### src/pkg/tnc_pkg.sv
// shared constants, types and helpers for the transfer node codec
package tnc_pkg;
  typedef enum logic [2:0] {TNC_W8, TNC_W10, TNC_W12, TNC_W14, TNC_W16} tnc_width_t;
  typedef enum logic [2:0] {
    TNC_OP_XENC, TNC_OP_YENC, TNC_OP_TEMP, TNC_OP_XDEC, TNC_OP_YDEC
  } tnc_op_t;
  typedef enum logic [1:0] {TNC_TF_DEFAULT, TNC_TF_HIGH, TNC_TF_SPECIAL} tnc_tf_t;

  localparam int FIELD_W = 12;
  localparam int WORD_W = 16;
  localparam int EXP_MAX_W = 4;
  localparam int TEMP_FRAC = 4;
  localparam int SLOPE_FRAC = 8;
  localparam int PROD_SHIFT = TEMP_FRAC + SLOPE_FRAC;
  localparam logic signed [35:0] PROD_ROUND = 36'sh000000800;
  localparam logic [15:0] LOW_CLAMP = 16'h0001;
  localparam logic [15:0] INIT_CODE = 16'h0000;
  localparam logic [16:0] RESERVED_TOP = 17'h00008;
  localparam logic [16:0] DEF_Y2_GAP = 17'h00007;
  localparam logic [15:0] DEF_Y1_W8 = 16'h000C;
  localparam logic [15:0] DEF_Y1_W10 = 16'h0030;
  localparam logic [15:0] DEF_Y1_W12 = 16'h00C1;
  localparam logic [15:0] DEF_Y1_W14 = 16'h0302;
  localparam logic [15:0] DEF_Y1_W16 = 16'h0C08;
  localparam logic [7:0] SLOPE_DEF_W12 = 8'h08;
  localparam logic [7:0] SLOPE_DEF_W10 = 8'h04;
  localparam logic [7:0] SLOPE_DEF_W8 = 8'h01;
  localparam logic [7:0] SLOPE_HIGH = 8'h03;
  localparam logic [11:0] OFFS_200K = 12'h0C8;
  localparam logic [11:0] OFFS_220K = 12'h0DC;

  function automatic logic [4:0] tnc_bits(tnc_width_t w);
    case (w)
      TNC_W8: tnc_bits = 5'h08;
      TNC_W10: tnc_bits = 5'h0A;
      TNC_W12: tnc_bits = 5'h0C;
      TNC_W14: tnc_bits = 5'h0E;
      default: tnc_bits = 5'h10;
    endcase
  endfunction : tnc_bits

  function automatic logic [15:0] tnc_high_clamp(tnc_width_t w);
    logic [16:0] full;
    full = (17'h00001 << tnc_bits(w)) - RESERVED_TOP;
    tnc_high_clamp = full[15:0];
  endfunction : tnc_high_clamp

  function automatic logic [15:0] tnc_def_y1(tnc_width_t w);
    case (w)
      TNC_W8: tnc_def_y1 = DEF_Y1_W8;
      TNC_W10: tnc_def_y1 = DEF_Y1_W10;
      TNC_W12: tnc_def_y1 = DEF_Y1_W12;
      TNC_W14: tnc_def_y1 = DEF_Y1_W14;
      default: tnc_def_y1 = DEF_Y1_W16;
    endcase
  endfunction : tnc_def_y1

  function automatic logic [15:0] tnc_def_y2(tnc_width_t w);
    logic [16:0] full;
    full = (17'h00001 << tnc_bits(w)) - DEF_Y2_GAP - {1'b0, tnc_def_y1(w)};
    tnc_def_y2 = full[15:0];
  endfunction : tnc_def_y2
endpackage : tnc_pkg

### src/pkg/tnc_temp_if.sv
// link between the codec top and its temperature word encoder
`timescale 1ns/1ps
interface tnc_temp_if;
  import tnc_pkg::*;
  tnc_tf_t tf_mode;
  tnc_width_t width;
  logic [15:0] temp_q4;
  logic [15:0] spec_slope;
  logic [11:0] spec_x1;
  logic [15:0] spec_y1;
  logic [15:0] word;
  logic clamped;
  logic bad;
  modport enc (
    input tf_mode, width, temp_q4, spec_slope, spec_x1, spec_y1,
    output word, clamped, bad
  );
  modport ctl (
    output tf_mode, width, temp_q4, spec_slope, spec_x1, spec_y1,
    input word, clamped, bad
  );
endinterface : tnc_temp_if

### src/hw/tnc_temp_enc.sv
// combinational temperature word encoder for the three transfer functions
`timescale 1ns/1ps
module tnc_temp_enc (
  tnc_temp_if.enc t
);
  import tnc_pkg::*;

  logic [15:0] slope_sel;
  logic [11:0] x_sel;
  logic [15:0] y_sel;
  logic [15:0] hi;
  logic signed [17:0] diff;
  logic signed [35:0] prod;
  logic signed [35:0] val;

  // default and high-temperature curves reuse the special datapath with y1 = 0
  always_comb begin
    slope_sel = 16'h0000;
    x_sel = OFFS_200K;
    y_sel = 16'h0000;
    t.bad = 1'b0;
    hi = tnc_high_clamp(t.width);
    case (t.tf_mode)
      TNC_TF_DEFAULT: begin
        case (t.width)
          TNC_W12: slope_sel = {SLOPE_DEF_W12, 8'h00};
          TNC_W10: begin
            slope_sel = {SLOPE_DEF_W10, 8'h00};
            x_sel = OFFS_220K;
          end
          TNC_W8: begin
            slope_sel = {SLOPE_DEF_W8, 8'h00};
            x_sel = OFFS_220K;
          end
          default: t.bad = 1'b1;
        endcase
      end
      TNC_TF_HIGH: begin
        slope_sel = {SLOPE_HIGH, 8'h00};
        t.bad = (t.width != TNC_W12);
      end
      TNC_TF_SPECIAL: begin
        slope_sel = t.spec_slope;
        x_sel = t.spec_x1;
        y_sel = t.spec_y1;
      end
      default: t.bad = 1'b1;
    endcase
    // slope times kelvin minus offset, rounded half up
    diff = $signed({2'b00, t.temp_q4}) - $signed({2'b00, x_sel, 4'h0});
    prod = diff * $signed({1'b0, slope_sel});
    val = ((prod + PROD_ROUND) >>> PROD_SHIFT) + $signed({20'h00000, y_sel});
    t.clamped = 1'b0;
    if (val < $signed({20'h00000, LOW_CLAMP})) begin
      t.word = LOW_CLAMP;
      t.clamped = 1'b1;
    end else if (val > $signed({20'h00000, hi})) begin
      t.word = hi;
      t.clamped = 1'b1;
    end else begin
      t.word = val[15:0];
    end
  end
endmodule : tnc_temp_enc

### src/hw/tnc_codec.sv
// transfer node and temperature word codec, sensor side
// Overview of operation
// - node coordinates travel as 12-bit encoded values in serial data fields
// - node indices are clamped between one and two to the n minus eight
// - sent indices override defaults; defaults may still be sent explicitly
// - 12-bit channel: index goes into the field unchanged
// - narrower channel: index sits in low field bits, upper bits zero
// - wider channel: top twelve index bits sent, low bits rebuilt as zero
// - physical node packs mantissa above exponent in the field
// - temperature uses default, high-temperature or special linear function
// - word is rounded slope times kelvin minus offset, within clamp range
// - default slopes 8/4/1 with offsets 200/220/220 kelvin
// - high-temperature function is 12-bit only, slope 3, offset 200 K
// - a default-function sensor may cover a narrower span
// - default indices derive from ceiling of 0.047 of the data range
// - zero is initialization, top seven are errors, overrange clamps
`timescale 1ns/1ps
module tnc_codec (
  // clock and reset
  input wire logic sys_clk,
  input wire logic reset,
  // request
  input wire logic in_valid,
  input tnc_pkg::tnc_op_t op,
  input tnc_pkg::tnc_width_t width,
  input tnc_pkg::tnc_tf_t tf_mode,
  input wire logic node_sel,
  input wire logic use_default_y,
  input wire logic init_active,
  input wire logic [15:0] in_value,
  // physical node parts
  input wire logic [11:0] x_mantissa,
  input wire logic [3:0] x_exponent,
  input wire logic [2:0] exp_width,
  // special temperature curve
  input wire logic [15:0] spec_slope,
  input wire logic [11:0] spec_x1,
  input wire logic [15:0] spec_y1,
  // result
  output logic out_valid,
  output logic [15:0] out_data,
  output logic [3:0] out_exponent,
  output logic out_clamped,
  output logic out_error
);
  import tnc_pkg::*;

  tnc_temp_if tif ();

  logic out_valid_reg, out_valid_next;
  logic [15:0] out_data_reg, out_data_next;
  logic [3:0] out_exponent_reg, out_exponent_next;
  logic out_clamped_reg, out_clamped_next;
  logic out_error_reg, out_error_next;

  logic [EXP_MAX_W-1:0] exp_mask;
  logic ne_bad;
  logic [15:0] hi;
  logic [15:0] y_sel;
  logic [15:0] y_lim;
  logic y_clamp;
  logic [11:0] y_field;
  logic [15:0] y_back;
  logic y_back_bad;
  logic [11:0] x_field;
  logic x_ovf;
  logic [11:0] x_mant_back;
  logic [3:0] x_exp_back;

  tnc_temp_enc u_temp (
    .t(tif)
  );

  assign tif.tf_mode = tf_mode;
  assign tif.width = width;
  assign tif.temp_q4 = in_value;
  assign tif.spec_slope = spec_slope;
  assign tif.spec_x1 = spec_x1;
  assign tif.spec_y1 = spec_y1;

  // exponent field mask, one bit per exponent position
  genvar gi;
  generate
    for (gi = 0; gi < EXP_MAX_W; gi++) begin : g_mask
      assign exp_mask[gi] = (exp_width > 3'(gi));
    end
  endgenerate

  // physical node pack and unpack
  always_comb begin
    ne_bad = (exp_width == 3'h0) || (exp_width > 3'(EXP_MAX_W));
    // mantissa bits that would spill past the field top
    x_ovf = |(x_mantissa & ~(12'hFFF >> exp_width));
    x_field = (x_mantissa << exp_width) | {8'h00, x_exponent & exp_mask};
    x_mant_back = in_value[11:0] >> exp_width;
    x_exp_back = in_value[3:0] & exp_mask;
    // sign-extend the two's complement exponent
    if ((x_exp_back & ~(exp_mask >> 1)) != 4'h0) begin
      x_exp_back = x_exp_back | ~exp_mask;
    end
  end

  // digital node index pack and unpack
  always_comb begin
    hi = tnc_high_clamp(width);
    if (use_default_y) begin
      y_sel = node_sel ? tnc_def_y2(width) : tnc_def_y1(width);
    end else begin
      y_sel = in_value;
    end
    y_clamp = 1'b1;
    if (y_sel < LOW_CLAMP) begin
      y_lim = LOW_CLAMP;
    end else if (y_sel > hi) begin
      y_lim = hi;
    end else begin
      y_lim = y_sel;
      y_clamp = 1'b0;
    end
    // an index that does not fit the channel width is refused, not cut
    y_back_bad = 1'b0;
    case (width)
      TNC_W8: begin
        y_field = {4'h0, y_lim[7:0]};
        y_back = {8'h00, in_value[7:0]};
        y_back_bad = |in_value[11:8];
      end
      TNC_W10: begin
        y_field = {2'b00, y_lim[9:0]};
        y_back = {6'h00, in_value[9:0]};
        y_back_bad = |in_value[11:10];
      end
      TNC_W12: begin
        y_field = y_lim[11:0];
        y_back = {4'h0, in_value[11:0]};
      end
      TNC_W14: begin
        y_field = y_lim[13:2];
        y_back = {2'b00, in_value[11:0], 2'b00};
      end
      default: begin
        y_field = y_lim[15:4];
        y_back = {in_value[11:0], 4'h0};
      end
    endcase
    if (y_back < LOW_CLAMP || y_back > hi) begin
      y_back_bad = 1'b1;
    end
  end

  // result selection
  always_comb begin
    out_valid_next = in_valid;
    out_data_next = out_data_reg;
    out_exponent_next = out_exponent_reg;
    out_clamped_next = out_clamped_reg;
    out_error_next = out_error_reg;
    if (in_valid) begin
      out_exponent_next = 4'h0;
      out_clamped_next = 1'b0;
      out_error_next = 1'b0;
      case (op)
        TNC_OP_XENC: begin
          out_data_next = {4'h0, x_field};
          out_error_next = ne_bad || x_ovf;
        end
        TNC_OP_YENC: begin
          out_data_next = {4'h0, y_field};
          out_clamped_next = y_clamp;
        end
        TNC_OP_TEMP: begin
          // span narrower than the curve needs no special handling
          if (init_active) begin
            out_data_next = INIT_CODE;
          end else begin
            out_data_next = tif.word;
            out_clamped_next = tif.clamped;
            out_error_next = tif.bad;
          end
        end
        TNC_OP_XDEC: begin
          out_data_next = {4'h0, x_mant_back};
          out_exponent_next = x_exp_back;
          out_error_next = ne_bad;
        end
        TNC_OP_YDEC: begin
          out_data_next = y_back;
          out_error_next = y_back_bad;
        end
        default: begin
          out_data_next = 16'h0000;
          out_error_next = 1'b1;
        end
      endcase
    end
  end

  always_ff @(posedge sys_clk or posedge reset) begin
    if (reset) begin
      out_valid_reg <= 1'b0;
      out_data_reg <= 16'h0000;
      out_exponent_reg <= 4'h0;
      out_clamped_reg <= 1'b0;
      out_error_reg <= 1'b0;
    end else begin
      out_valid_reg <= out_valid_next;
      out_data_reg <= out_data_next;
      out_exponent_reg <= out_exponent_next;
      out_clamped_reg <= out_clamped_next;
      out_error_reg <= out_error_next;
    end
  end

  assign out_valid = out_valid_reg;
  assign out_data = out_data_reg;
  assign out_exponent = out_exponent_reg;
  assign out_clamped = out_clamped_reg;
  assign out_error = out_error_reg;
endmodule : tnc_codec

### config.mk
export PLATFORM = sky130hd
export DESIGN_NAME = tnc_codec
export DESIGN_NICKNAME = d
export VERILOG_FILES = /design/src/pkg/tnc_pkg.sv /design/src/pkg/tnc_temp_if.sv /design/src/hw/tnc_temp_enc.sv /design/src/hw/tnc_codec.sv
export SDC_FILE = /design/constraint.sdc
export NUM_CORES = 1
export LEC_CHECK = 0
export ABC_AREA = 1
export CORE_MARGIN = 3
export CORE_UTILIZATION = 35
export DETAILED_ROUTE_END_ITERATION = 10
export DONT_BUFFER_PORTS = 1
export PLACE_DENSITY = 0.59
export SETUP_SLACK_MARGIN = 0.02
export SKIP_LAST_GASP = 1
export SYNTH_ARGS = -nofsm -noshare
export SYNTH_HDL_FRONTEND = slang
export SYNTH_HIERARCHICAL = 1
export SYNTH_SLANG_ARGS = --single-unit
### constraint.sdc
create_clock -name sys_clk -period 1.2 [get_ports sys_clk]
set_clock_uncertainty 0.2 [all_clocks]
set_input_delay 0.12 -clock sys_clk [delete_from_list [all_inputs] [get_ports sys_clk]]
set_output_delay 0.12 -clock sys_clk [all_outputs]
set_load 0.03 [all_outputs]
After elaboration in Yosys (flattened, before gate mapping):

Index checks and enable logic that the tools add are counted.

* bits in registers: 23
* bits of input ports: 93
* output and inout bits: 23
* word-level logic and storage cells: 93

* add/subtract/negate cells: 6
* multiply operators: 1
* magnitude comparators: 11
* equality and inequality tests: 10
* shifts and indexed selects: 5
* muxes and demuxes: 33
* bitwise gates (word level): 9
* reduce and logical (&&, ||, !) cells: 13

Operators with widths (count)
* 16-bit two-way mux: 9
* 12-bit case mux with 4 select lines: 2
* 16-bit case mux with 5 select lines: 1
* 16-bit case mux with 4 select lines: 1
* 16-bit case mux with 3 select lines: 1
* 36-bit by 17-bit > comparator with 1-bit output: 1
* 36-bit by 2-bit less-than comparator with 1-bit output (second input constant): 1
* 12-bit case mux with 3 select lines: 1
* 34-bit by 13-bit adder with 35-bit output (second input constant): 1
* 17-bit by 17-bit multiplier with 34-bit output: 1
* 16-bit > comparator: 2
* 16-bit by 1-bit less-than comparator with 1-bit output (second input constant): 2
* 1-bit by 5-bit << shifter with 16-bit output (first input constant): 2
* 24-bit by 17-bit adder with 25-bit output: 1
* 12-bit case mux with 2 select lines: 1
* 5-bit case mux with 4 select lines: 1
* 16-bit by 16-bit subtractor with 17-bit output: 1
* 16-bit subtractor: 1
* 16-bit by 3-bit subtractor with 16-bit output (second input constant): 1
* 16-bit by 4-bit subtractor with 16-bit output (second input constant): 1
* 12-bit bitwise AND: 1
* 4-bit bitwise AND: 3
* 3-bit by 2-bit == test with 1-bit output (second input constant): 4
* 12-bit NOT: 1
* 29 further kinds: 47

Longest topological paths before layout:

* depth in word-level cells: 13
* mapped depth: 67
* depth with buffers taken out: 65

Cells and area by module:

The synthesis kept the hierarchy.

Modules (own cells, without submodules)
* tnc_temp_enc: instances 1, cells an instance 1832, area each 13506.7 µm², sequential area each 0.0 µm²
* tnc_codec: instances 1, cells an instance 731, area each 4147.7 µm², sequential area each 575.6 µm²

Worst setup path after synthesis:

Ideal clock, no wire load.

* path type: input port to flip-flop
* from: input tf_mode[0]
* to: register out_data_reg[2], in the netlist out_data[2]
* library setup time: 0.117 ns
* data arrival time: 10.426 ns
* required time: 0.883 ns
* setup slack: -9.543 ns
* cell stages on the path: 61
* buffers on the path: 3
* path through: inv_2 > nand2_2 > inv_1 > clkbuf_1 > clkbuf_1 > nand2_1 > nand2_1 > inv_1 > ha_1 > nand2_1 > o21ai_0 > a21oi_1 > or2_2 > nand2_1 > a21oi_1 > or2_2 > nand2_1 > a21oi_1 > (+25 left out) > nand3_1 > nand2_1 > xor2_1 > ha_1 > nand4_1 > nor4_1 > o21ai_0 > o2111ai_1 > nand2_1 > nand3_4 > nand2_4 > buf_6 > nand2_4 > nor2_2 > a2111oi_0 > nand2_1 > nand2_1 > nand2_1

* longest elaborated chain between the ends: 11
* elaborated cells on any way between the ends: 16
* those cells by class: add/sub: 3; mul: 1; order compare: 2; eq/ne: 2; mux: 7; reduce/logical: 1

RTL lines
* start: declaration: line tnc_codec.sv:26 `input tnc_pkg::tnc_tf_t tf_mode,`
* 2-bit == test / 2-bit logical NOT (equally long branches): line tnc_temp_enc.sv:23 `case (t.tf_mode)`
* 12-bit case mux with 2 select lines: line tnc_temp_enc.sv:23
* 16-bit by 16-bit subtractor with 17-bit output: line tnc_temp_enc.sv:50 `diff = $signed({2'b00, t.temp_q4}) - $signed({2'b00, x_sel, 4'h0});`
* 17-bit by 17-bit multiplier with 34-bit output: line tnc_temp_enc.sv:51 `prod = diff * $signed({1'b0, slope_sel});`
* 34-bit by 13-bit adder with 35-bit output: line tnc_temp_enc.sv:52 `val = ((prod + PROD_ROUND) >>> PROD_SHIFT) + $signed({20'h00000, y_sel});`
* 24-bit by 17-bit adder with 25-bit output (*): line tnc_temp_enc.sv:52
* 36-bit by 17-bit > comparator with 1-bit output: line tnc_temp_enc.sv:57 `end else if (val > $signed({20'h00000, hi})) begin`
* 16-bit two-way mux: line tnc_temp_enc.sv:57
* 16-bit two-way mux (*): line tnc_temp_enc.sv:54 `if (val < $signed({20'h00000, LOW_CLAMP})) begin`
* named net tif.word[2]: line tnc_temp_if.sv:11 `logic [15:0] word;`
* 16-bit two-way mux (*): line tnc_codec.sv:173 `if (init_active) begin`
* 16-bit case mux with 5 select lines (*): line tnc_codec.sv:162 `case (op)`
* end signal: assignment: line tnc_codec.sv:207 `out_data_reg <= out_data_next;`
* end: declaration: line tnc_codec.sv:51 `logic [15:0] out_data_reg, out_data_next;`

The timed path passes the listed nets; every way through them passes the cells marked *.
A chain may end at the register's enable or synchronous reset.

Worst setup path after layout:

* from: input tf_mode[0]
* to: register out_data_reg[10], in the netlist out_data[10]

The elaborated chain is that of the path after synthesis.

==> metrics.md <==
| Metric | Value |
|---|---|
| Shortest period the worst path allows | 9.836 ns |
| Setup Viol. Count Final | 18 |
| Reg-to-reg startpoint | out_error$_DFFE_PP0P_ |
| RSZ-0062 raised after global routing | yes |
| Initial DRC Count | 1175 |
| Leakage dissipation | 0.01331 uW |
| Result of the run | complete, but fails checks |
| Largest voltage drop on the vdd net | 0.002833 V |
| Proportion of layout cells with a drive suffix above 1 | 29.36% |
| WL per Instance | 16.35 um |
| Part of the cycle the worst path needs | 819.7% |
| Final count of hold timing violations | 20 |
| Antenna violations before repair | 6 |
| Root Driver | clkbuf_16 |
| Antenna-violating nets left | 0 |
| Die boundary height | 230.6 um |
| Number of global-route vias before repair | 19606 |
| Most frequently used flop master after synthesis | dfrtp_1 |
| Initial core utilization | 35.77% |
| Largest net degree at the start of global routing | 44 |
| Setup_tns | -145.00 ns |
| Setup Crit Path Kind | primary input to flip-flop |
| Kind of cell adding the most delay to the critical path | adder cells |
| PnR worst setup slack | -8.636 ns |
| Clock network latency to the later pin of the worst-skew pair | 0.25 ns |
| Timing startpoint of the critical path | tf_mode[0] |
| Type of the tightest min-delay check | primary input to flip-flop |
| Largest fanout on the critical path | 6 |
| DR pass1 iterations | 6 |
| CP bufs+invs | 8 |
| Placer's final routability congestion estimate | 0.9865 |
| Synth Register Bits | 23 |
| Number of warnings printed during yosys synthesis | 6 |
| P&R area growth vs syn | 38.83% |
| Post-route DRC violation count | 0 |
| Dominant cell type by area after synthesis | fa_1 |
| Final-layout fill cell count | 4901 |
| First-pass GRT wire length | 100.4 mm |
| Number of H-tree branching levels | 1 |
| Slowest cell on crit path | fa_1 |
| Highest attainable clock frequency | 101.7 MHz |
| Hold wc startpoint | in_valid |
| Synth top area share | 32.43% |
| Clock buffers created by TritonCTS | 3 |
| Critical Path RT | 1.15 ns |
| Number of cells in the design after placement | 3711 |
| Post-Syn Area per Cell | 6.888 um^2 |
| Kind of end point of the critical path | flip-flop |
| Horizontal die dimension | 230.6 um |
| Final Max Tran Viols | 0 |
| Most frequent cells in the layout | 553 x inv_1, 552 x buf_4, 531 x nand2_1, 276 x fa_1, 263 x nor2_1 |
| I/O Buffers | 0 |
| Flip-flop count of the largest register after layout | 16 |
| Total I/O pin count | 116 |
| Proportion of register bits with asynchronous set or reset after synthesis | 100.0% |
| Failing checks | negative hold slack, negative setup slack |
| Number of cells produced by synthesis | 2563 |
| Clock sink total | 23 |
| Worst max-slew margin expressed relative to the limit | 64.94% |
| Drt total wl | 61.82 mm |
| EDFF count, synth | 0 |
| Count of nets after finishing | 3666 |
| Core Footprint | 49360 um^2 |
| Std-Cell Rows | 81 |
| Clock slew at reported path FFs | 0.06 ns |
| Portion of the post-synthesis area used by sequential elements | 3.260% |
| Area of the die | 53170 um^2 |
| Post-synthesis cell area | 17650 um^2 |
| Via density | 4.901 |
| Power density of the placed cells | 3374 nW/um^2 |
| Cell types occupying the most area after synthesis | fa_1 32%, inv_1 13%, nand2_1 12% |
| Longest individual stage delay on the worst path | 0.52 ns |
| Final global-route overflow total | 0 |
| Final cell count without fillers | 3781 |
| CTS tree | yes |
| Via Count | 18532 |
| Overall routing resource usage | 23.52% |
| Leading cell type in the layout, fill and taps excluded | inv_1 |
| Data arrival time of the worst path | 9.78 ns |
| Count of unique library cells instantiated by Yosys | 63 |
| Worst-margin pin slew | 0.5126 ns |
| Clock Tree Buf Depth | 2 |
| Estimated wirelength of the detail-placed design | 53.95 mm |
| Reported max-cap violation count | 0 |
| Hold slack final | -0.3060 ns |
| Startpoint class of the critical path | primary input |
[synthesized netlist by cell type (5+ instances only)]
library cell and count:
nand3_1 77, o21bai_1 11, nand3_2 6, a31oi_1 12, a22oi_1 5, clkinv_1 6
a21oi_1 118, a2111oi_0 6, o21ai_0 73, inv_1 589, nor3_1 19, o221ai_1 6
xor2_1 26, clkbuf_1 39, nand3b_1 9, o22ai_1 11, buf_2 10, nand2_2 22
ha_1 173, nor2_2 5, inv_2 7, o21ai_1 8, xnor2_1 15, nor2_1 294
nand2_1 587, or2_2 16, buf_1 6, dfrtp_1 23, nand4_1 28, o21a_1 5
fa_1 286
[stage by stage]
| step | hold WS (ns) | util [%] | total power [uW] | worst slack (ns) | cell area, um^2 |
|---|---|---|---|---|---|
| 5_1_grt | -0.3173 | 49.65 | 89850 | -9.113 | 24500 |
| 3_5_place_dp | -0.1303 | 46.34 | 69630 | -9.379 | 22870 |
| 6_report | -0.3060 | 49.66 | 82700 | -8.636 | 24510 |
| 2_1_floorplan | -0.07808 | - | 40200 | -8.434 | 18370 |
| 3_3_place_gp | -0.1364 | 46.34 | 69000 | -9.344 | 22870 |
| 4_1_cts | -0.3100 | 48.62 | 77790 | -8.326 | 24000 |
[area by class of cell]
cell class | instances | area (um^2) | share of cell area (%)
tap | 664 | 830.8 | 3.390
timing repair buffer | 591 | 4681 | 19.10
sequential | 23 | 575.6 | 2.348
multi-input combinational | 1893 | 15990 | 65.25
antenna | 4 | 10.01 | 0.04084
clock buffer | 4 | 78.83 | 0.3216
inverter | 602 | 2341 | 9.551
[what timing repair did]
item / 4_1_cts / 5_1_grt
endpoints found under the setup margin: 18 / 19
buffers inserted: 48 / 15
hold buffers: 1 / 1
hold endpoints to repair: 43 / 20
resized for setup: 157 / 96
gates cloned: 1 / 0
pin swaps: 111 / 102
[layer usage]
| layer | up-vias | share of wire [%] | GRT usage [%] |
|---|---|---|---|
| li1 | 8885 | - | - |
| met1 | 8991 | 41 | 30.03 |
| met2 | 546 | 49 | 41.47 |
| met3 | 106 | 5.9 | 2.826 |
| met4 | 4 | 3.6 | 7.405 |
| met5 | - | 0.036 | 0 |
[final timing paths]
kind	cells after the start	to	slack, ns
worst max-delay path	56	out_data[10]$_DFFE_PP0P_	-8.64
worst min-delay path	0	out_valid$_DFF_PP0_	-0.31
worst max register to register	2	out_error$_DFFE_PP0P_	0.32
worst min register to register	2	out_data[0]$_DFFE_PP0P_	0.28
max in group asynchronous	3	out_data[6]$_DFFE_PP0P_	0.42
min in group asynchronous	3	out_data[10]$_DFFE_PP0P_	0.15
[where the power goes]
part	internal, uW	total, uW	switching [uW]
registers	908	1010	98.1
logic	39300	81000	41700
clock network	453	718	265
total	40600	82700	42100
[cell families (layout without fill, tap and decap cells)]
group / count (synthesis) / after routing / share of synthesized area [%]
AOI/OAI and AO/OA: 287 / 287 / 9.511
adders and majority gates: 459 / 459 / 44.69
muxes: 1 / 1 / 0.05670
buffers and inverters: 662 / 1197 / 14.32
other: 4 / 23 / 0.08502
and+or+nand+nor: 1086 / 1086 / 26.05
xor gates and xnor gates: 41 / 41 / 2.034
DFF: 23 / 23 / 3.260
Note: power is estimated with default switching activity, not from simulation.
